==> src/inc/mhd_pkg.sv <==
package mhd_pkg;

  // ---------------------------------------------------------------
  // host bus commands
  // ---------------------------------------------------------------
  localparam logic [1:0] CMD_IDLE  = 2'h0;
  localparam logic [1:0] CMD_WRITE = 2'h1;
  localparam logic [1:0] CMD_READ  = 2'h2;

  // ---------------------------------------------------------------
  // descriptor layout
  // ---------------------------------------------------------------
  localparam int OWN_BIT        = 31;
  localparam int CHAIN_BIT      = 24;
  localparam int SIZE2_HI       = 21;
  localparam int SIZE2_LO       = 11;
  localparam int SIZE1_HI       = 10;
  localparam int SIZE1_LO       = 0;
  localparam int LEN_LO         = 16;
  localparam logic [1:0] DESC_LAST_WORD = 2'h2;
  localparam logic [31:0] DESC_BYTES    = 32'h0000_0010;

  // ---------------------------------------------------------------
  // reset values
  // ---------------------------------------------------------------
  localparam logic [31:0] ADDR_RESET = 32'h0000_0000;
  localparam logic [31:0] WORD_RESET = 32'h0000_0000;

  // ---------------------------------------------------------------
  // states, gray along the forward path; DWB to IDLE and WAIT to MAIN change more than one bit
  // ---------------------------------------------------------------
  typedef enum logic [2:0] {
    RX_IDLE   = 3'h0,
    RX_DREAD  = 3'h1,
    RX_PAUSE  = 3'h3,
    RX_WRITE  = 3'h2,
    RX_STAT   = 3'h6,
    RX_DWB    = 3'h7
  } mhd_rx_state_type;

  typedef enum logic [2:0] {
    DS_IDLE    = 3'h0,
    DS_MAIN    = 3'h1,
    DS_READ    = 3'h3,
    DS_WAIT    = 3'h2,
    DS_SUSPEND = 3'h6
  } mhd_ds_state_type;

  // ---------------------------------------------------------------
  // host bus request carrier
  // ---------------------------------------------------------------
  typedef struct packed {
    logic [1:0]  cmd;
    logic [31:0] addr;
    logic [31:0] wdata;
    logic        final_word;
  } mhd_host_req_type;

endpackage

==> src/verilog/mhd_top.sv <==
// Behaviour
// - rx engine leaves idle for descriptor read when no pointer valid, granted
// - descriptor read ends in write pause on valid word with count 2
// - write pause returns idle when descriptor not usable
// - write pause enters buffer write on fifo data, nothing pending, grant
// - last burst word with frame done moves to status state
// - full buffer goes to buffer two if allowed, else descriptor write-back
// - burst end without frame or buffer end returns to write pause
// - status state goes to write-back once receive fifo not empty
// - write-back ends on grant plus host data valid, back to idle
// - fetch engine leaves idle on inverted receive start control
// - fetch main starts descriptor read once descriptor access granted
// - first word bit 31 set waits, clear suspends
// - fetch wait returns to main on new descriptor enabled
// - suspend resumes on internal poll event or poll demand
// - descriptor request raised when needed, dropped when data loads pointer
// - next descriptor address advanced by 16 bytes plus 5-bit word step
// - data bursts limited by 6-bit burst length
// - list base is 30-bit word address
// - each engine has a free-clock computed clock gate enable
// - checksum and pad indications only on frame start word
// - frame error indication only on frame end word
// - jabber timeout flagged, host then issues software reset
`timescale 1ns/100ps
`default_nettype none

module mhd_top (
  input  wire logic                     i_sys_clk,
  input  wire logic                     i_rstn,
  output var mhd_pkg::mhd_host_req_type o_host_req,
  input  wire logic                     i_host_read_data_valid,
  input  wire logic [31:0]              i_host_read_word,
  input  wire logic                     i_recv_fifo_empty,
  input  wire logic                     i_recv_fifo_final_read,
  input  wire logic [31:0]              i_recv_fifo_word,
  input  wire logic                     i_recv_fifo_eof,
  output logic                          o_recv_fifo_read,
  input  wire logic                     i_receive_start_control,
  input  wire logic                     i_receive_poll_demand,
  input  wire logic                     i_recv_internal_poll_event,
  input  wire logic [29:0]              i_receive_list_base,
  input  wire logic [4:0]               i_desc_address_step,
  input  wire logic [5:0]               i_burst_length_limit,
  input  wire logic                     i_recv_unavail_clear,
  output logic                          o_receive_buffer_unavailable_flag,
  output logic                          o_recv_desc_request,
  output logic                          o_recv_engine_clock_gate,
  output logic                          o_desc_fetch_clock_gate,
  output logic                          o_xmit_clock_gate,
  input  wire logic                     i_xmit_word_valid,
  output logic                          o_xmit_word_ready,
  input  wire logic [31:0]              i_xmit_word,
  input  wire logic                     i_xmit_sof,
  input  wire logic                     i_xmit_eof,
  input  wire logic                     i_xmit_want_checksum,
  input  wire logic                     i_xmit_want_pad,
  input  wire logic                     i_xmit_error,
  input  wire logic                     i_xmit_fifo_full,
  output logic                          o_xmit_fifo_write,
  output logic [31:0]                   o_xmit_fifo_word,
  output logic                          o_xmit_fifo_sof,
  output logic                          o_xmit_fifo_eof,
  output logic                          o_xmit_insert_checksum,
  output logic                          o_xmit_insert_pad,
  output logic                          o_xmit_frame_error_flag,
  input  wire logic                     i_xmit_jabber_event,
  input  wire logic                     i_soft_reset,
  output logic                          o_xmit_jabber_timeout_flag
);

  // ---------------------------------------------------------------
  // reset release
  // ---------------------------------------------------------------
  logic rst_meta_reg;
  logic rst_sync_reg;

  // two-stage release of the asynchronous reset
  always_ff @(posedge i_sys_clk or negedge i_rstn) begin
    if (!i_rstn) begin
      rst_meta_reg <= 1'b0;
      rst_sync_reg <= 1'b0;
    end else begin
      rst_meta_reg <= 1'b1;
      rst_sync_reg <= rst_meta_reg;
    end
  end

  wire rst_n = rst_sync_reg;

  // ---------------------------------------------------------------
  // declarations
  // ---------------------------------------------------------------
  mhd_pkg::mhd_rx_state_type rx_state_reg;
  mhd_pkg::mhd_rx_state_type rx_state_next;
  mhd_pkg::mhd_ds_state_type ds_state_reg;
  mhd_pkg::mhd_ds_state_type ds_state_next;
  logic [31:0] ds_addr_reg;
  logic        ptr_valid_reg;
  logic        ru_flag_reg;
  logic [31:0] desc_status_reg;
  logic [31:0] desc_ctrl_reg;
  logic [31:0] buf_addr_reg;
  logic [1:0]  dword_cnt_reg;
  logic [5:0]  burst_cnt_reg;
  logic [10:0] buff_cnt_reg;
  logic [13:0] frame_words_reg;
  logic        cur_buff_reg;
  logic        slot_valid_reg;
  logic [31:0] slot_word_reg;
  logic        slot_eof_reg;
  logic        frame_done_reg;
  logic        own_rx_reg;
  logic        own_ds_reg;

  // ---------------------------------------------------------------
  // arbiter
  // ---------------------------------------------------------------
  // descriptor fetch wins a free bus; an owner keeps it while asking
  wire rx_req   = (rx_state_reg == mhd_pkg::RX_IDLE && !ptr_valid_reg)
               || (rx_state_reg == mhd_pkg::RX_PAUSE && desc_status_reg[31]
                   && !i_recv_fifo_empty)
               || rx_state_reg == mhd_pkg::RX_DREAD
               || rx_state_reg == mhd_pkg::RX_WRITE
               || rx_state_reg == mhd_pkg::RX_DWB;
  wire ds_req   = ds_state_reg == mhd_pkg::DS_MAIN
               || ds_state_reg == mhd_pkg::DS_READ;
  wire bus_free = !own_rx_reg && !own_ds_reg;
  wire ds_grant = own_ds_reg || (bus_free && ds_req);
  wire rx_grant = own_rx_reg || (bus_free && !ds_req && rx_req);

  always_ff @(posedge i_sys_clk or negedge rst_n) begin
    if (!rst_n) begin
      own_rx_reg <= 1'b0;
      own_ds_reg <= 1'b0;
    end else begin
      own_rx_reg <= rx_grant && rx_req;
      own_ds_reg <= ds_grant && ds_req;
    end
  end

  // ---------------------------------------------------------------
  // receive descriptor fetch engine
  // ---------------------------------------------------------------
  // base address
  wire [31:0] list_base = {i_receive_list_base, 2'b00};
  wire [31:0] step_bytes = {25'h0, i_desc_address_step, 2'b00};
  wire [31:0] next_addr  = ds_addr_reg + mhd_pkg::DESC_BYTES + step_bytes;
  wire        ds_word_in = ds_state_reg == mhd_pkg::DS_READ
                        && i_host_read_data_valid;
  wire        new_desc_enabled = rx_state_reg == mhd_pkg::RX_DWB
                              && rx_grant && i_host_read_data_valid;

  // fetch state transitions
  always_comb begin
    ds_state_next = ds_state_reg;
    unique case (ds_state_reg)
      mhd_pkg::DS_IDLE:
        if (!i_receive_start_control) ds_state_next = mhd_pkg::DS_MAIN;
      mhd_pkg::DS_MAIN:
        if (ds_grant) ds_state_next = mhd_pkg::DS_READ;
      mhd_pkg::DS_READ:
        if (ds_word_in) begin
          ds_state_next = i_host_read_word[mhd_pkg::OWN_BIT]
                        ? mhd_pkg::DS_WAIT : mhd_pkg::DS_SUSPEND;
        end
      mhd_pkg::DS_WAIT:
        if (new_desc_enabled) ds_state_next = mhd_pkg::DS_MAIN;
      mhd_pkg::DS_SUSPEND:
        if (i_recv_internal_poll_event || i_receive_poll_demand) begin
          ds_state_next = mhd_pkg::DS_MAIN;
        end
      default: ds_state_next = mhd_pkg::DS_IDLE;
    endcase
  end

  // fetch registers, pointer and unavailable flag
  always_ff @(posedge i_sys_clk or negedge rst_n) begin
    if (!rst_n) begin
      ds_state_reg  <= mhd_pkg::DS_IDLE;
      ds_addr_reg   <= mhd_pkg::ADDR_RESET;
      ptr_valid_reg <= 1'b0;
      ru_flag_reg   <= 1'b0;
    end else begin
      ds_state_reg <= ds_state_next;
      if (ds_state_reg == mhd_pkg::DS_IDLE) ds_addr_reg <= list_base;
      else if (ds_state_reg == mhd_pkg::DS_WAIT && new_desc_enabled)
        ds_addr_reg <= next_addr;
      if (ds_word_in) ptr_valid_reg <= i_host_read_word[mhd_pkg::OWN_BIT];
      else if (new_desc_enabled) ptr_valid_reg <= 1'b0;
      if (ds_word_in && !i_host_read_word[mhd_pkg::OWN_BIT])
        ru_flag_reg <= 1'b1;
      else if (i_recv_unavail_clear) ru_flag_reg <= 1'b0;
    end
  end

  // ---------------------------------------------------------------
  // receive data engine
  // ---------------------------------------------------------------
  wire [10:0] size1     = desc_ctrl_reg[mhd_pkg::SIZE1_HI:mhd_pkg::SIZE1_LO];
  wire [10:0] size2     = desc_ctrl_reg[mhd_pkg::SIZE2_HI:mhd_pkg::SIZE2_LO];
  wire [10:0] cur_size  = cur_buff_reg ? size2 : size1;
  wire [10:0] buf_words = (cur_size + 11'h3) >> 2;
  wire        rx_dword  = rx_state_reg == mhd_pkg::RX_DREAD
                       && i_host_read_data_valid;
  wire        wr_accept = rx_state_reg == mhd_pkg::RX_WRITE
                       && slot_valid_reg && i_host_read_data_valid;
  wire        burst_end = burst_cnt_reg == i_burst_length_limit - 6'h1;
  wire        buff_end  = buff_cnt_reg == buf_words - 11'h1;
  wire        last_word = slot_eof_reg || buff_end || burst_end;
  wire        second_ok = !cur_buff_reg && !desc_ctrl_reg[mhd_pkg::CHAIN_BIT]
                       && size2 != 11'h0;
  wire        slot_load = rx_state_reg == mhd_pkg::RX_WRITE
                       && !slot_valid_reg && !i_recv_fifo_empty
                       && !frame_done_reg;

  // receive state transitions
  always_comb begin
    rx_state_next = rx_state_reg;
    unique case (rx_state_reg)
      mhd_pkg::RX_IDLE:
        if (!ptr_valid_reg && rx_grant) rx_state_next = mhd_pkg::RX_DREAD;
      mhd_pkg::RX_DREAD:
        if (rx_dword && dword_cnt_reg == mhd_pkg::DESC_LAST_WORD)
          rx_state_next = mhd_pkg::RX_PAUSE;
      mhd_pkg::RX_PAUSE:
        if (!desc_status_reg[mhd_pkg::OWN_BIT])
          rx_state_next = mhd_pkg::RX_IDLE;
        else if (!i_recv_fifo_empty && !own_rx_reg && rx_grant)
          rx_state_next = mhd_pkg::RX_WRITE;
      mhd_pkg::RX_WRITE:
        if (wr_accept && last_word) begin
          if (slot_eof_reg) rx_state_next = mhd_pkg::RX_STAT;
          else if (buff_end)
            rx_state_next = second_ok ? mhd_pkg::RX_PAUSE : mhd_pkg::RX_DWB;
          else rx_state_next = mhd_pkg::RX_PAUSE;
        end
      mhd_pkg::RX_STAT:
        if (!i_recv_fifo_empty) rx_state_next = mhd_pkg::RX_DWB;
      mhd_pkg::RX_DWB:
        if (rx_grant && i_host_read_data_valid)
          rx_state_next = mhd_pkg::RX_IDLE;
      default: rx_state_next = mhd_pkg::RX_IDLE;
    endcase
  end

  // descriptor capture and counters
  always_ff @(posedge i_sys_clk or negedge rst_n) begin
    if (!rst_n) begin
      rx_state_reg    <= mhd_pkg::RX_IDLE;
      desc_status_reg <= mhd_pkg::WORD_RESET;
      desc_ctrl_reg   <= mhd_pkg::WORD_RESET;
      buf_addr_reg    <= mhd_pkg::ADDR_RESET;
      dword_cnt_reg   <= 2'h0;
      burst_cnt_reg   <= 6'h0;
      buff_cnt_reg    <= 11'h0;
      frame_words_reg <= 14'h0;
      cur_buff_reg    <= 1'b0;
      frame_done_reg  <= 1'b0;
    end else begin
      rx_state_reg <= rx_state_next;
      if (rx_state_reg == mhd_pkg::RX_IDLE) begin
        dword_cnt_reg   <= 2'h0;
        buff_cnt_reg    <= 11'h0;
        frame_words_reg <= 14'h0;
        cur_buff_reg    <= 1'b0;
        frame_done_reg  <= 1'b0;
      end
      if (rx_dword) begin
        dword_cnt_reg <= dword_cnt_reg + 2'h1;
        unique case (dword_cnt_reg)
          2'h0:    desc_status_reg <= i_host_read_word;
          2'h1:    desc_ctrl_reg   <= i_host_read_word;
          default: buf_addr_reg    <= i_host_read_word;
        endcase
      end
      if (rx_state_reg == mhd_pkg::RX_PAUSE) burst_cnt_reg <= 6'h0;
      if (wr_accept) begin
        burst_cnt_reg   <= burst_cnt_reg + 6'h1;
        buff_cnt_reg    <= buff_end ? 11'h0 : buff_cnt_reg + 11'h1;
        frame_words_reg <= frame_words_reg + 14'h1;
        buf_addr_reg    <= buf_addr_reg + 32'h4;
        frame_done_reg  <= slot_eof_reg;
        if (buff_end && !slot_eof_reg && second_ok) cur_buff_reg <= 1'b1;
      end
    end
  end

  // word slot between fifo and host bus
  always_ff @(posedge i_sys_clk or negedge rst_n) begin
    if (!rst_n) begin
      slot_valid_reg <= 1'b0;
      slot_word_reg  <= mhd_pkg::WORD_RESET;
      slot_eof_reg   <= 1'b0;
    end else if (slot_load) begin
      slot_valid_reg <= 1'b1;
      slot_word_reg  <= i_recv_fifo_word;
      slot_eof_reg   <= i_recv_fifo_eof;
    end else if (wr_accept) begin
      slot_valid_reg <= 1'b0;
    end
  end

  // ---------------------------------------------------------------
  // host bus request mux
  // ---------------------------------------------------------------
  wire [31:0] wb_word = {1'b0, 1'b0, frame_words_reg, 16'h0000};
  wire [31:0] rd_addr = ds_addr_reg + {28'h0, dword_cnt_reg, 2'b00};

  always_comb begin
    o_host_req = '{mhd_pkg::CMD_IDLE, mhd_pkg::ADDR_RESET,
                   mhd_pkg::WORD_RESET, 1'b0};
    if (ds_state_reg == mhd_pkg::DS_READ && own_ds_reg)
      o_host_req = '{mhd_pkg::CMD_READ, ds_addr_reg,
                     mhd_pkg::WORD_RESET, 1'b1};
    else if (rx_state_reg == mhd_pkg::RX_DREAD && own_rx_reg)
      o_host_req = '{mhd_pkg::CMD_READ, rd_addr, mhd_pkg::WORD_RESET,
                     dword_cnt_reg == mhd_pkg::DESC_LAST_WORD};
    else if (rx_state_reg == mhd_pkg::RX_WRITE && slot_valid_reg)
      o_host_req = '{mhd_pkg::CMD_WRITE, buf_addr_reg, slot_word_reg,
                     last_word};
    else if (rx_state_reg == mhd_pkg::RX_DWB && own_rx_reg)
      o_host_req = '{mhd_pkg::CMD_WRITE, ds_addr_reg, wb_word, 1'b1};
  end

  assign o_recv_fifo_read                 = slot_load;
  assign o_receive_buffer_unavailable_flag = ru_flag_reg;
  assign o_recv_desc_request              = ds_req;

  // ---------------------------------------------------------------
  // transmit fifo stage and jabber flag
  // ---------------------------------------------------------------
  logic jabber_reg;

  assign o_xmit_word_ready = !i_xmit_fifo_full;

  always_ff @(posedge i_sys_clk or negedge rst_n) begin
    if (!rst_n) begin
      o_xmit_fifo_write       <= 1'b0;
      o_xmit_fifo_word        <= mhd_pkg::WORD_RESET;
      o_xmit_fifo_sof         <= 1'b0;
      o_xmit_fifo_eof         <= 1'b0;
      o_xmit_insert_checksum  <= 1'b0;
      o_xmit_insert_pad       <= 1'b0;
      o_xmit_frame_error_flag <= 1'b0;
    end else begin
      o_xmit_fifo_write <= i_xmit_word_valid && !i_xmit_fifo_full;
      o_xmit_fifo_word  <= i_xmit_word;
      o_xmit_fifo_sof   <= i_xmit_sof;
      o_xmit_fifo_eof   <= i_xmit_eof;
      o_xmit_insert_checksum <= i_xmit_sof && i_xmit_want_checksum;
      o_xmit_insert_pad      <= i_xmit_sof && i_xmit_want_pad;
      o_xmit_frame_error_flag <= i_xmit_eof && i_xmit_error;
    end
  end

  always_ff @(posedge i_sys_clk or negedge rst_n) begin
    if (!rst_n) jabber_reg <= 1'b0;
    else if (i_xmit_jabber_event) jabber_reg <= 1'b1;
    else if (i_soft_reset) jabber_reg <= 1'b0;
  end

  assign o_xmit_jabber_timeout_flag = jabber_reg;

  // ---------------------------------------------------------------
  // clock gate enables
  // ---------------------------------------------------------------
  // activity enables
  always_ff @(posedge i_sys_clk or negedge rst_n) begin
    if (!rst_n) begin
      o_recv_engine_clock_gate <= 1'b0;
      o_desc_fetch_clock_gate  <= 1'b0;
      o_xmit_clock_gate        <= 1'b0;
    end else begin
      o_recv_engine_clock_gate <= rx_state_next != mhd_pkg::RX_IDLE
                               || rx_req;
      o_desc_fetch_clock_gate  <= ds_state_next == mhd_pkg::DS_MAIN
                               || ds_state_next == mhd_pkg::DS_READ;
      o_xmit_clock_gate        <= i_xmit_word_valid || o_xmit_fifo_write;
    end
  end

endmodule

`default_nettype wire

==> config.mk <==
export PLATFORM = sky130hd
export DESIGN_NAME = mhd_top
export DESIGN_NICKNAME = d
export VERILOG_FILES = /design/src/inc/mhd_pkg.sv /design/src/verilog/mhd_top.sv
export SDC_FILE = /design/constraint.sdc
export NUM_CORES = 1
export LEC_CHECK = 0
export ABC_AREA = 1
export BUFFER_PORTS_ARGS = -buffer_cell sky130_fd_sc_hd__buf_2
export CORE_ASPECT_RATIO = 0.5
export CORE_UTILIZATION = 30
export CTS_BUF_LIST = sky130_fd_sc_hd__clkbuf_8 sky130_fd_sc_hd__clkbuf_16
export CTS_CLUSTER_DIAMETER = 150
export DETAILED_ROUTE_END_ITERATION = 8
export PLACE_DENSITY_LB_ADDON = 0.15
export SLEW_MARGIN = 30
export SYNTH_ARGS = -nofsm -noshare
export SYNTH_HDL_FRONTEND = slang
export SYNTH_SLANG_ARGS = --single-unit
export TNS_END_PERCENT = 20
==> constraint.sdc <==
create_clock -name i_sys_clk -period 6.2 [get_ports i_sys_clk]
set_input_delay 1.55 -clock i_sys_clk [delete_from_list [all_inputs] [get_ports i_sys_clk]]
set_output_delay 1.55 -clock i_sys_clk [all_outputs]
set_load 0.01 [all_outputs]
== Yosys cells after proc, flatten, opt, wreduce, memory -nomap -nowiden ==
Cells that the tools add are included.

* $add $sub $neg: 11
* Eq/ne operators: 16
* Muxes and demuxes: 50
* Reduce and logical (&&, ||, !) cells: 80

{| class="wikitable"
|+ Operators with widths
! kind !! number
|-
| $mux 67 || 3
|-
| $mux 32 || 5
|-
| $mux 66 || 1
|-
| $mux 3 || 16
|-
| $mux 11 || 4
|-
| $logic_and 1x1->1 || 37
|-
| $add 32x3->32 const B || 1
|-
| $add 32x4->32 || 1
|-
| $add 32x5->32 const B || 1
|-
| $add 32x7->32 || 1
|-
| $mux 14 || 2
|-
| $pmux 3 s6 || 1
|-
| $reduce_bool 2->1 || 9
|-
| $eq 3x2->1 const B || 5
|-
| $pmux 3 s5 || 1
|-
| $add 14x1->14 const B || 1
|-
| $logic_or 1x1->1 || 13
|-
| $mux 1 || 13
|-
| $logic_not 1->1 || 12
|-
| $mux 6 || 2
|-
| $add 11x1->11 const B || 1
|-
| $add 11x2->11 const B || 1
|-
| $eq 11x11->1 || 1
|-
| $reduce_bool 11->1 || 1
|-
| other kinds (16) || 24
|}

* Register bits after elaboration: 244
* Input port bits: 156
* Output and inout port bits: 113
* Logic and storage cells: 189

== Longest topological paths before layout ==
Gate-level depths: netlist (run 1).

* Depth in word-level cells: 15
* Gate-level depth with buffers: 22
* Depth with buffers taken out: 22

== Least setup slack after synthesis (run 1) ==
No wires, ideal clock.

* Path type: input to output
* From: input i_burst_length_limit[0]
* To: output o_host_req[0] (netlist bit)
* Arrival time: 2,586 ps
* Data required time: 4,650 ps
* Path slack: 2,064 ps
* Stages on the path: 11
* Buffers on the path: 0
* Cell sequence: inv_1 > ha_1 > nand2_1 > inv_1 > a211oi_1 > nand4_1 > nand2_1 > inv_1 > nand2_1 > nand2_1 > nand4_1

{| class="wikitable"
|+ RTL lines
! what !! RTL line !! text
|-
| start: declaration || mhd_top.sv:43 || <nowiki>input wire logic [5:0] i_burst_length_limit,</nowiki>
|-
| end: declaration || mhd_top.sv:30 || <nowiki>output var mhd_pkg::mhd_host_req_type o_host_req,</nowiki>
|}

==> results of run 1 <==
## per-stage QoR
| stage | cell area [µm²] | std cells | total power, W | hold slack, ps | worst slack (ps) |
|---|---|---|---|---|---|
| 2_1_floorplan | 12400 | 1654 | 0.00413 | 331 | 2060 |
| 3_3_place_gp | 14300 | 2414 | 0.00510 | 334 | 1490 |
| 3_5_place_dp | 14300 | 2414 | 0.00511 | 338 | 1470 |
| 4_1_cts | 15000 | 2452 | 0.00647 | 352 | 971 |
| 5_1_grt | 15000 | 2453 | 0.00696 | 355 | 579 |
| 6_report | 15000 | 2453 | 0.00642 | 350 | 1030 |
## where the power goes
part,internal (W),switching [W]
Combinational,0.000967,0.00190
Clock,0.000746,0.000577
Sequential,0.00181,0.000422
## cells in the final DEF (no fill, tap or decap), types with 3 or more instances in the layout
master       n
a211oi_1    13
a21oi_1     69
a221oi_1     8
a22oi_1     13
a31oi_1     12
buf_2      267
buf_4       13
clkbuf_16   23
clkbuf_8     3
clkinv_2     5
dfrtp_1    208
ha_1        21
inv_1      204
inv_2        9
mux2_2       3
mux2i_1      3
nand2_1    452
nand2_2     20
nand2_4      4
nand3_1     82
nand4_1     23
nor2_1     121
nor2_2       7
nor2_4       5
nor3_1      31
nor3_2       3
nor4_1      16
o211ai_1    16
o21ai_0    115
o21ai_1      9
o221ai_1    15
o22ai_1     26
o311ai_0     6
o32ai_1      3
or2_2        5
xnor2_1      8
xor2_1      43
## logic make-up after synthesis
family | Yosys count | synth area share [%]
muxes | 6 | 0.517
adders and majority gates | 23 | 2.45
AOI/OAI and AO/OA | 317 | 15.5
other | 1 | 0.0304
buffers and inverters | 269 | 8.40
xor gates and xnor gates | 51 | 3.62
and+or+nand+nor | 778 | 27.2
DFF | 209 | 42.3
## cell type report
cell class / count / share of cell area [%]
multi-input cells: 1176 / 40.8
flip-flops and latches: 209 / 34.9
repair buffers: 282 / 9.89
inverters: 208 / 5.21
well taps: 540 / 4.51
clock buffers: 26 / 4.12
clock inverters: 12 / 0.518
## worst min path at each step
stage / cells past startpoint / slack, ps / endpoint / startpoint
6_report: 0 / 350 / rst_n / rst_meta_reg
5_1_grt: 0 / 360 / rst_n / rst_meta_reg
4_1_cts: 0 / 350 / rst_n / rst_meta_reg
3_5_place_dp: 0 / 340 / rst_n / rst_meta_reg
3_3_place_gp: 0 / 330 / rst_n / rst_meta_reg
2_1_floorplan: 0 / 330 / rst_n / rst_meta_reg
## routing by layer
metal / track usage [%] / routed length, µm / vias up
met3: 2.87 / 1730 / 51
met2: 30.1 / 18500 / 260
met1: 28.3 / 19700 / 5609
met5: 0 / 11 / -
met4: 4.58 / 960 / 2
li1: - / - / 5956
## synth_stat cells, types with 4 or more instances
master	n	area (µm²)
a211oi_1	13	97.6
a21oi_1	69	345
a221oi_1	8	70.1
a22oi_1	13	97.6
a31oi_1	12	75.1
buf_2	7	35.0
clkbuf_1	49	184
dfrtp_1	209	5230
ha_1	21	263
inv_1	198	743
inv_2	9	33.8
nand2_1	452	1700
nand2_2	20	125
nand2_4	4	45.0
nand3_1	82	410
nand4_1	23	144
nor2_1	123	462
nor2_2	7	43.8
nor3_1	33	165
nor4_1	16	100
o211ai_1	16	120
o21ai_0	115	576
o21ai_1	9	45.0
o221ai_1	15	131
o22ai_1	26	163
o311ai_0	6	52.6
or2_2	5	31.3
xnor2_1	8	70.1
xor2_1	43	377
==> results_dict.tcl, run 1 <==
set metrics [dict create \
    vias 11878 \
    grt_max_degree 155 \
    cpPeakStageDelay_ps 460 \
    worst-path-buf-inv 2 \
    grt_setup_unrepaired "false" \
    hold_path_class "flip-flop to flip-flop" \
    worst-slew-pin-transition_ps 899 \
    drive_gt1_share_pct 19.7 \
    antenna_found_initial 1 \
    grt_usage_pct 19.4 \
    cts_buffer_depth 3 \
    ctsHoldBuffers 0 \
    yosysWarningCount 0 \
    dp_hpwl_mm 30.5 \
    syn_area_um2 12400 \
    crit_family "simple AND/OR/NAND/NOR gates" \
    ys_types 55 \
    status "finished, final reports clean" \
    vdd_drop_max_mv 0.244 \
    finalCritPeriodShare_pct 83.4 \
    grt_pass1_wl_mm 63.9 \
    synth_seq_cells 209 \
    routed_wirelength_mm 41.0 \
    io_buffers 267 \
    drc_errors 0 \
    fp.coreArea_um2 40500 \
    fin_skew_ps 17.9 \
    ant_nets 0 \
    critPathCaptureType "output port" \
    drv_cap 0 \
    fmax_mhz 193 \
    routabilityCongestion 0.920 \
    synth_flop_cell "dfrtp_1" \
    start_util_pct 30.5 \
    cts.repair.resized 0 \
    antenna_cells 0 \
    cp.arrival_ps 3620 \
    cts_buffers 23 \
    post_cts_buffers 0 \
    worstSetupEndpoint "o_host_req[51]" \
    cts.sinks 209 \
    drt_iter0_markers 783 \
    cp.depth 14 \
    nNetsFinal 2079 \
    setup_tns_ps 0 \
    r2r_start "rx_state_reg[2]" \
    die_height_um 145 \
    rows 52 \
    syn_to_final_growth_pct 21.3 \
    rrSetupSlack_ps 2630 \
    period_minus_slack_ps 5170 \
    htreeDepth 1 \
    fillers 4365 \
    die-area_um2 42000 \
    critPathLaunchType "flip-flop" \
    ff2ff_path_depth 14 \
    slew-limit-headroom_pct 39.9 \
    syn_nets 1833 \
    setup_violations 0 \
    cts_tree "built" \
    synth_edf_count 0 \
    syn_inst 1654 \
    grt_pass1_vias 11177 \
    slowest_stage "dfrtp_1" \
    hold_viol_final 0 \
    cp_cell_sequence "ha_1 -> inv_1 -> fa_1 -> nor3_1 -> nand3_1 -> nor2_1 -> nand2_1 -> nor2_1 -> nand2_1 -> xor2_1 -> nor2_1 -> o21ai_0 -> o21ai_0 -> buf_2" \
    ioPinCount 269 \
    clk-insertion-delay-late_ps 530 \
    cts_root_buffer "clkbuf_16" \
    critPathLaunch "ds_addr_reg[2]" \
    cp.required_ps 4650 \
    register_area_um2 5230 \
    p_leak_nw 7.38 \
    rr_endpoint "ds_addr_reg[29]" \
    overflow 0 \
    drv_slew 0 \
    drt_pass1_iterations 7 \
    multiInputGateArea_um2 6120 \
    power_density_nw_per_um2 429 \
    synthArstFlopShare_pct 100 \
    fp.dieW_um 289 \
    final_util_pct 37.0 \
    crit_path_frequent_cell "nor2_1" \
    wire_per_inst_um 16.7 \
    ys_seq_area_share_pct 42.3 \
    clk_pin_slew_ps 60 \
    crit_fanout 6 \
    viasPerCell 4.84 \
    critPathKind "flip-flop to output port" \
    syn_avg_cell_area_um2 7.47 \
]
(Power assumes the default switching activity.)
==> inputs of run 2 (changes only) <==
--- a/config.mk
+++ b/config.mk
@@ -5,7 +5,7 @@
 export SDC_FILE = /design/constraint.sdc
 export NUM_CORES = 1
 export LEC_CHECK = 0
-export ABC_AREA = 1
+export ABC_AREA = 0
 export BUFFER_PORTS_ARGS = -buffer_cell sky130_fd_sc_hd__buf_2
 export CORE_ASPECT_RATIO = 0.5
 export CORE_UTILIZATION = 30
==> constraint.sdc (replaced) <==
create_clock -name i_sys_clk -period 5 [get_ports i_sys_clk]
set_input_delay 1.25 -clock i_sys_clk [delete_from_list [all_inputs] [get_ports i_sys_clk]]
set_output_delay 1.25 -clock i_sys_clk [all_outputs]
set_load 0.01 [all_outputs]
==> results_dict.tcl, run 2 <==
set metrics [dict create \
    hold_viol_final 0 \
    vias 10674 \
    pwr-share-comb_pct 38.7 \
    cts_tree "built" \
    wire_per_inst_um 17.8 \
    rrSetupSlack_ps 1580 \
    dp_hpwl_mm 27.2 \
    setup_violations 0 \
    hold_ws_ps 319 \
    r2r_start "rx_state_reg[2]" \
    p_int_w 0.00453 \
    cpPeakStageDelay_ps 440 \
    synthArstFlopShare_pct 100 \
    netSwitchingFraction_pct 41.7 \
    crit_fanout 6 \
    cts.sinks 209 \
    grt_usage_pct 18.4 \
    die-area_um2 39400 \
    ioPinCount 269 \
    synth_commonest_cells "225 x nand2_1, 209 x dfrtp_1, 129 x nor2_1" \
    die_height_um 141 \
    worst_slack_ps 256 \
    viasPerCell 5.13 \
    nNetsFinal 1724 \
    drv_cap 0 \
    fin_skew_ps 9.31 \
    clk-insertion-delay-late_ps 530 \
    ys_seq_area_share_pct 45.2 \
    rr_endpoint "frame_words_reg[12]" \
    mostFrequentLayoutCells "267 x buf_2, 224 x nand2_1, 208 x dfrtp_1" \
    ys_types 73 \
    ant_nets 0 \
    grt_max_degree 168 \
    htreeDepth 1 \
    fmax_mhz 211 \
    drt_iter0_markers 788 \
    syn_inst 1316 \
    yosysMostFrequentCell "nand2_1" \
    grt_setup_unrepaired "false" \
    drv_slew 0 \
    final_cell_area_um2 14200 \
    antenna_cells 0 \
    post_cts_buffers 0 \
    finalCritPeriodShare_pct 94.9 \
    routabilityCongestion 0.868 \
    finalPower_w 0.00776 \
    slew-limit-headroom_pct 39.8 \
    fp.coreArea_um2 37700 \
    period_minus_slack_ps 4740 \
    syn_avg_cell_area_um2 8.78 \
    pwr-share-clk_pct 23.3 \
    rows 50 \
    layout_commonest_cell "buf_2" \
    syn_area_um2 11600 \
    drt_pass1_iterations 5 \
    drc_errors 0 \
    seq_power_share_pct 38.0 \
    syn_nets 1495 \
    dpl_cell_area_um2 13400 \
    syn_to_final_growth_pct 22.7 \
    fp.dieW_um 280 \
    worst-path-buf-inv 1 \
    setup_tns_ps 0 \
    start_util_pct 30.7 \
    cts_root_buffer "clkbuf_16" \
    power_density_nw_per_um2 547 \
    routed_wirelength_mm 37.0 \
    power_switching_w 0.00323 \
    critPathKind "flip-flop to output port" \
    synth.area.top_cells "dfrtp_1 45%, nand2_1 7.3%, nor2_1 4.2%" \
    overflow 0 \
    status "finished, final reports clean" \
    clk_pin_slew_ps 60 \
    vdd_drop_max_mv 0.203 \
    drive_gt1_share_pct 24.0 \
    fillers 3909 \
    cts_buffers 23 \
    slowest_stage "or3b_1" \
    grt_pass1_wl_mm 58.2 \
    cts_buffer_depth 3 \
    antenna_found_initial 2 \
    io_buffers 267 \
    synth_seq_cells 209 \
    synth_flop_cell "dfrtp_1" \
    critPathCaptureType "output port" \
    critPathLaunchType "flip-flop" \
    post-place-ws_ps 706 \
    grt_pass1_vias 10576 \
    yosysWarningCount 0 \
    worst-slew-pin-transition_ps 903 \
    cp.required_ps 3750 \
    crit_family "simple AND/OR/NAND/NOR gates" \
    synth_edf_count 0 \
    synth_top_area_cell "dfrtp_1" \
    yosysTopAreaCellShare_pct 45.2 \
    hold_path_class "flip-flop to asynchronous set/reset pin" \
    cp.arrival_ps 3490 \
    ff2ff_path_depth 7 \
    p_leak_nw 6.64 \
    cp_cell_sequence "or3_1 -> a31oi_1 -> ha_1 -> nand3_1 -> a21o_1 -> o32ai_2 -> xnor2_1 -> nand4_1 -> or3b_1 -> a22oi_1 -> buf_2" \
]
[run 2: worst max-delay path by stage]
stage                                to  depth (start not counted)  slack [ps]         startpoint
after floorplan           o_host_req[0]                         16         660       cur_buff_reg
after global placement    o_host_req[0]                         11         790  desc_ctrl_reg[13]
after detailed placement  o_host_req[0]                         13         710   desc_ctrl_reg[1]
after CTS                 o_host_req[0]                         13         110   desc_ctrl_reg[1]
after global routing      o_host_req[0]                         13          30   desc_ctrl_reg[1]
final                     o_host_req[0]                         11         260  desc_ctrl_reg[13]
[run 2: layout make-up]
type | instances | area (µm²) | share of cell area [%]
well taps | 520 | 651 | 4.59
repair buffers | 285 | 1500 | 10.6
multi-input cells | 994 | 5890 | 41.5
clock buffers | 27 | 631 | 4.44
clock inverters | 15 | 155 | 1.09
flip-flops and latches | 209 | 5230 | 36.9
inverters | 32 | 120 | 0.847
[run 2: layer usage]
layer  vias to the layer above  track usage [%]  share of wire [%]
li1                       5105                -                  -
met1                      5226             24.8                 45
met2                       275             30.1                 47
met3                        64             3.22                5.1
met4                         4             6.13                3.0
met5                         -                0              0.062
[run 2: logic make-up (layout without fill, tap and decap cells)]
logic type / Yosys count / after routing / synth area share (%)
other: 1 / 1 / 0.0324
buffers and inverters: 113 / 359 / 3.95
AND/OR/NAND/NOR: 567 / 567 / 22.7
multiplexers: 38 / 38 / 3.56
adder cells (fa/ha/maj): 23 / 23 / 2.62
flip-flops: 209 / 209 / 45.2
XOR/XNOR: 66 / 66 / 5.00
AO/OA/AOI/OAI: 299 / 299 / 16.9
[run 2: stage by stage]
step | cells | util [%]
after detailed placement | 2039 | 35.5
final | 2082 | 37.7
after CTS | 2081 | 37.6
after global placement | 2039 | 35.5
after floorplan | 1316 | -
after global routing | 2082 | 37.7
[run 2: what timing repair did]
item,4_1_cts,5_1_grt
hold buffers,0,0
resized for setup,0,3
setup endpoints to repair,0,1
[run 2: power by group through the flow]
stage / combinational, W / sequential [W] / clock [W]
6_report: 0.00301 / 0.00295 / 0.00181
5_1_grt: 0.00335 / 0.00305 / 0.00193
4_1_cts: 0.00302 / 0.00293 / 0.00187
3_5_place_dp: 0.00300 / 0.00295 / 0
3_3_place_gp: 0.00294 / 0.00293 / 0
2_1_floorplan: 0.00221 / 0.00266 / 0
==> inputs of run 3 (changes only) <==
--- a/config.mk
+++ b/config.mk
@@ -8,7 +8,7 @@
 export ABC_AREA = 0
 export BUFFER_PORTS_ARGS = -buffer_cell sky130_fd_sc_hd__buf_2
 export CORE_ASPECT_RATIO = 0.5
-export CORE_UTILIZATION = 30
+export CORE_UTILIZATION = 48
 export CTS_BUF_LIST = sky130_fd_sc_hd__clkbuf_8 sky130_fd_sc_hd__clkbuf_16
 export CTS_CLUSTER_DIAMETER = 150
 export DETAILED_ROUTE_END_ITERATION = 8
==> constraint.sdc (replaced) <==
create_clock -name i_sys_clk -period 4.6 [get_ports i_sys_clk]
set_input_delay 1.15 -clock i_sys_clk [delete_from_list [all_inputs] [get_ports i_sys_clk]]
set_output_delay 1.15 -clock i_sys_clk [all_outputs]
set_load 0.01 [all_outputs]
==> results_dict.tcl, run 3 (synthesis gave the netlist of run 2 again) <==
set metrics [dict create \
    status "finished, final reports clean" \
    drt_pass1_iterations 6 \
    layout_commonest_cell "buf_2" \
    pwr-share-clk_pct 21.8 \
    drt_iter0_markers 890 \
    critPathCaptureType "output port" \
    wire_per_inst_um 19.5 \
    rrSetupSlack_ps 1470 \
    antenna_found_initial 1 \
    rows 39 \
    nNetsFinal 1725 \
    viasPerCell 5.82 \
    fillers 2120 \
    r2r_start "rx_state_reg[2]" \
    clk_pin_slew_ps 70 \
    vdd_drop_max_mv 0.285 \
    hold_path_class "flip-flop to asynchronous set/reset pin" \
    met1_length_mm 16.5 \
    fmax_mhz 224 \
    cts_root_buffer "clkbuf_16" \
    syn_to_final_growth_pct 20.9 \
    critPathKind "flip-flop to output port" \
    cp.arrival_ps 3320 \
    drc_errors 0 \
    drv_slew 0 \
    routabilityCongestion 0.917 \
    die-area_um2 24700 \
    setup_violations 0 \
    crit_fanout 4 \
    grt_pass1_vias 10439 \
    hold_viol_final 0 \
    finalPower_w 0.00849 \
    start_util_pct 49.8 \
    mostFrequentLayoutCells "267 x buf_2, 224 x nand2_1, 205 x dfrtp_1" \
    critPathLaunchType "flip-flop" \
    wl_met3_mm 3.37 \
    slew-limit-headroom_pct 43.5 \
    multiInputGateArea_um2 5970 \
    dr.max_layer_used "met4" \
    critPathLaunch "desc_ctrl_reg[13]" \
    clk-insertion-delay-late_ps 520 \
    p_int_w 0.00492 \
    instances_no_fill 1868 \
    fin_skew_ps 14.1 \
    period_minus_slack_ps 4470 \
    worst-slew-pin-transition_ps 848 \
    route.met2.wl_mm 15.8 \
    cts_buffer_depth 3 \
    cp.required_ps 3450 \
    htreeDepth 1 \
    drv_cap 0 \
    fp.dieW_um 221 \
    overflow 0 \
    cts_buffers 21 \
    seq_power_share_pct 38.8 \
    grt_pass1_wl_mm 57.3 \
    grt_setup_unrepaired "true" \
    ioPinCount 269 \
    fp.coreArea_um2 23200 \
    power_switching_w 0.00357 \
    grt_max_degree 122 \
    dp_hpwl_mm 27.0 \
    drive_gt1_share_pct 25.3 \
    cts.sinks 209 \
    io_buffers 267 \
    register_area_um2 5240 \
    finalCritPeriodShare_pct 97.2 \
    grt_usage_pct 29.5 \
    netSwitchingFraction_pct 42.1 \
    ff2ff_path_depth 8 \
    die_height_um 112 \
    routed_wirelength_mm 36.4 \
    ant_nets 0 \
    dp_cells 1827 \
    pwr-share-comb_pct 39.4 \
    cts_tree "built" \
    p_leak_nw 6.61 \
    vias 10869 \
    rr_endpoint "buf_addr_reg[12]" \
    power_density_nw_per_um2 608 \
]
[run 3: cell count changes in the layout (fill, tap and decap cells not counted), moves of 2 or more]
cell,before,now
clkinvlp_4,0,2
nor2_1,129,125
dfrtp_1,208,205
nor2_2,0,3
inv_1,35,31
buf_4,16,18
clkinv_4,2,0
or3_4,1,3
o21ai_2,0,2
or3_1,6,4
clkbuf_16,23,21
dfrtp_2,0,3
[run 3: worst max-delay path, cell delays in order (launching register included)]
cell     delay, ps
dfrtp_1        410
or3_4          400
a31oi_4        230
ha_4           180
nand3_1         60
a21o_1         190
o32ai_2        230
xnor2_1        150
nand4_1        170
or3b_4         460
a22oi_2        150
buf_2          180
[run 3: worst max path at each step]
stage | to | slack (ps) | cells past startpoint
after floorplan | o_host_req[0] | 360 | 16
after global placement | o_host_req[0] | 330 | 11
after detailed placement | o_host_req[0] | 280 | 11
after CTS | o_host_req[0] | 10 | 11
after global routing | o_host_req[0] | -20 | 11
final | o_host_req[0] | 130 | 11
[run 3: per-layer routing]
layer  track usage [%]  up-vias
met5                 0        -
met3              8.47       59
li1                  -     5096
met2              44.3      441
met4              7.04        0
met1              42.1     5273
[run 3: what timing repair did]
item / in CTS / in global routing
pin swaps: 3 / 8
buffers inserted: 2 / 1
hold buffers: 0 / 0
gates resized for setup: 13 / 12
endpoints found under the setup margin: 1 / 11
[run 3: layout make-up]
cell class / instances / area share, %
flip-flops and latches: 209 / 37.5
diodes: 1 / 0.0179
multi-input cells: 994 / 42.7
well taps: 307 / 2.75
clock inverters: 11 / 0.985
inverters: 32 / 0.860
repair buffers: 288 / 10.9
clock buffers: 26 / 4.25
[run 3: power groups by stage]
stage	logic, W	registers [W]	clock network (W)
floorplan	0.00240	0.00289	0
global placement	0.00315	0.00325	0
detailed placement	0.00321	0.00327	0
CTS	0.00331	0.00325	0.00187
global route	0.00372	0.00337	0.00195
finish	0.00334	0.00330	0.00185
[run 3: per-stage QoR]
step	hold WS, ps	util [%]	setup WS (ps)	setup TNS [ps]	cell area, µm²
floorplan	331	-	362	0	11600
global placement	280	56.5	328	0	13100
detailed placement	284	56.5	276	0	13100
CTS	291	59.9	10.4	0	13900
global route	321	60.1	-16.6	-16.6	14000
finish	273	60.1	127	0	14000
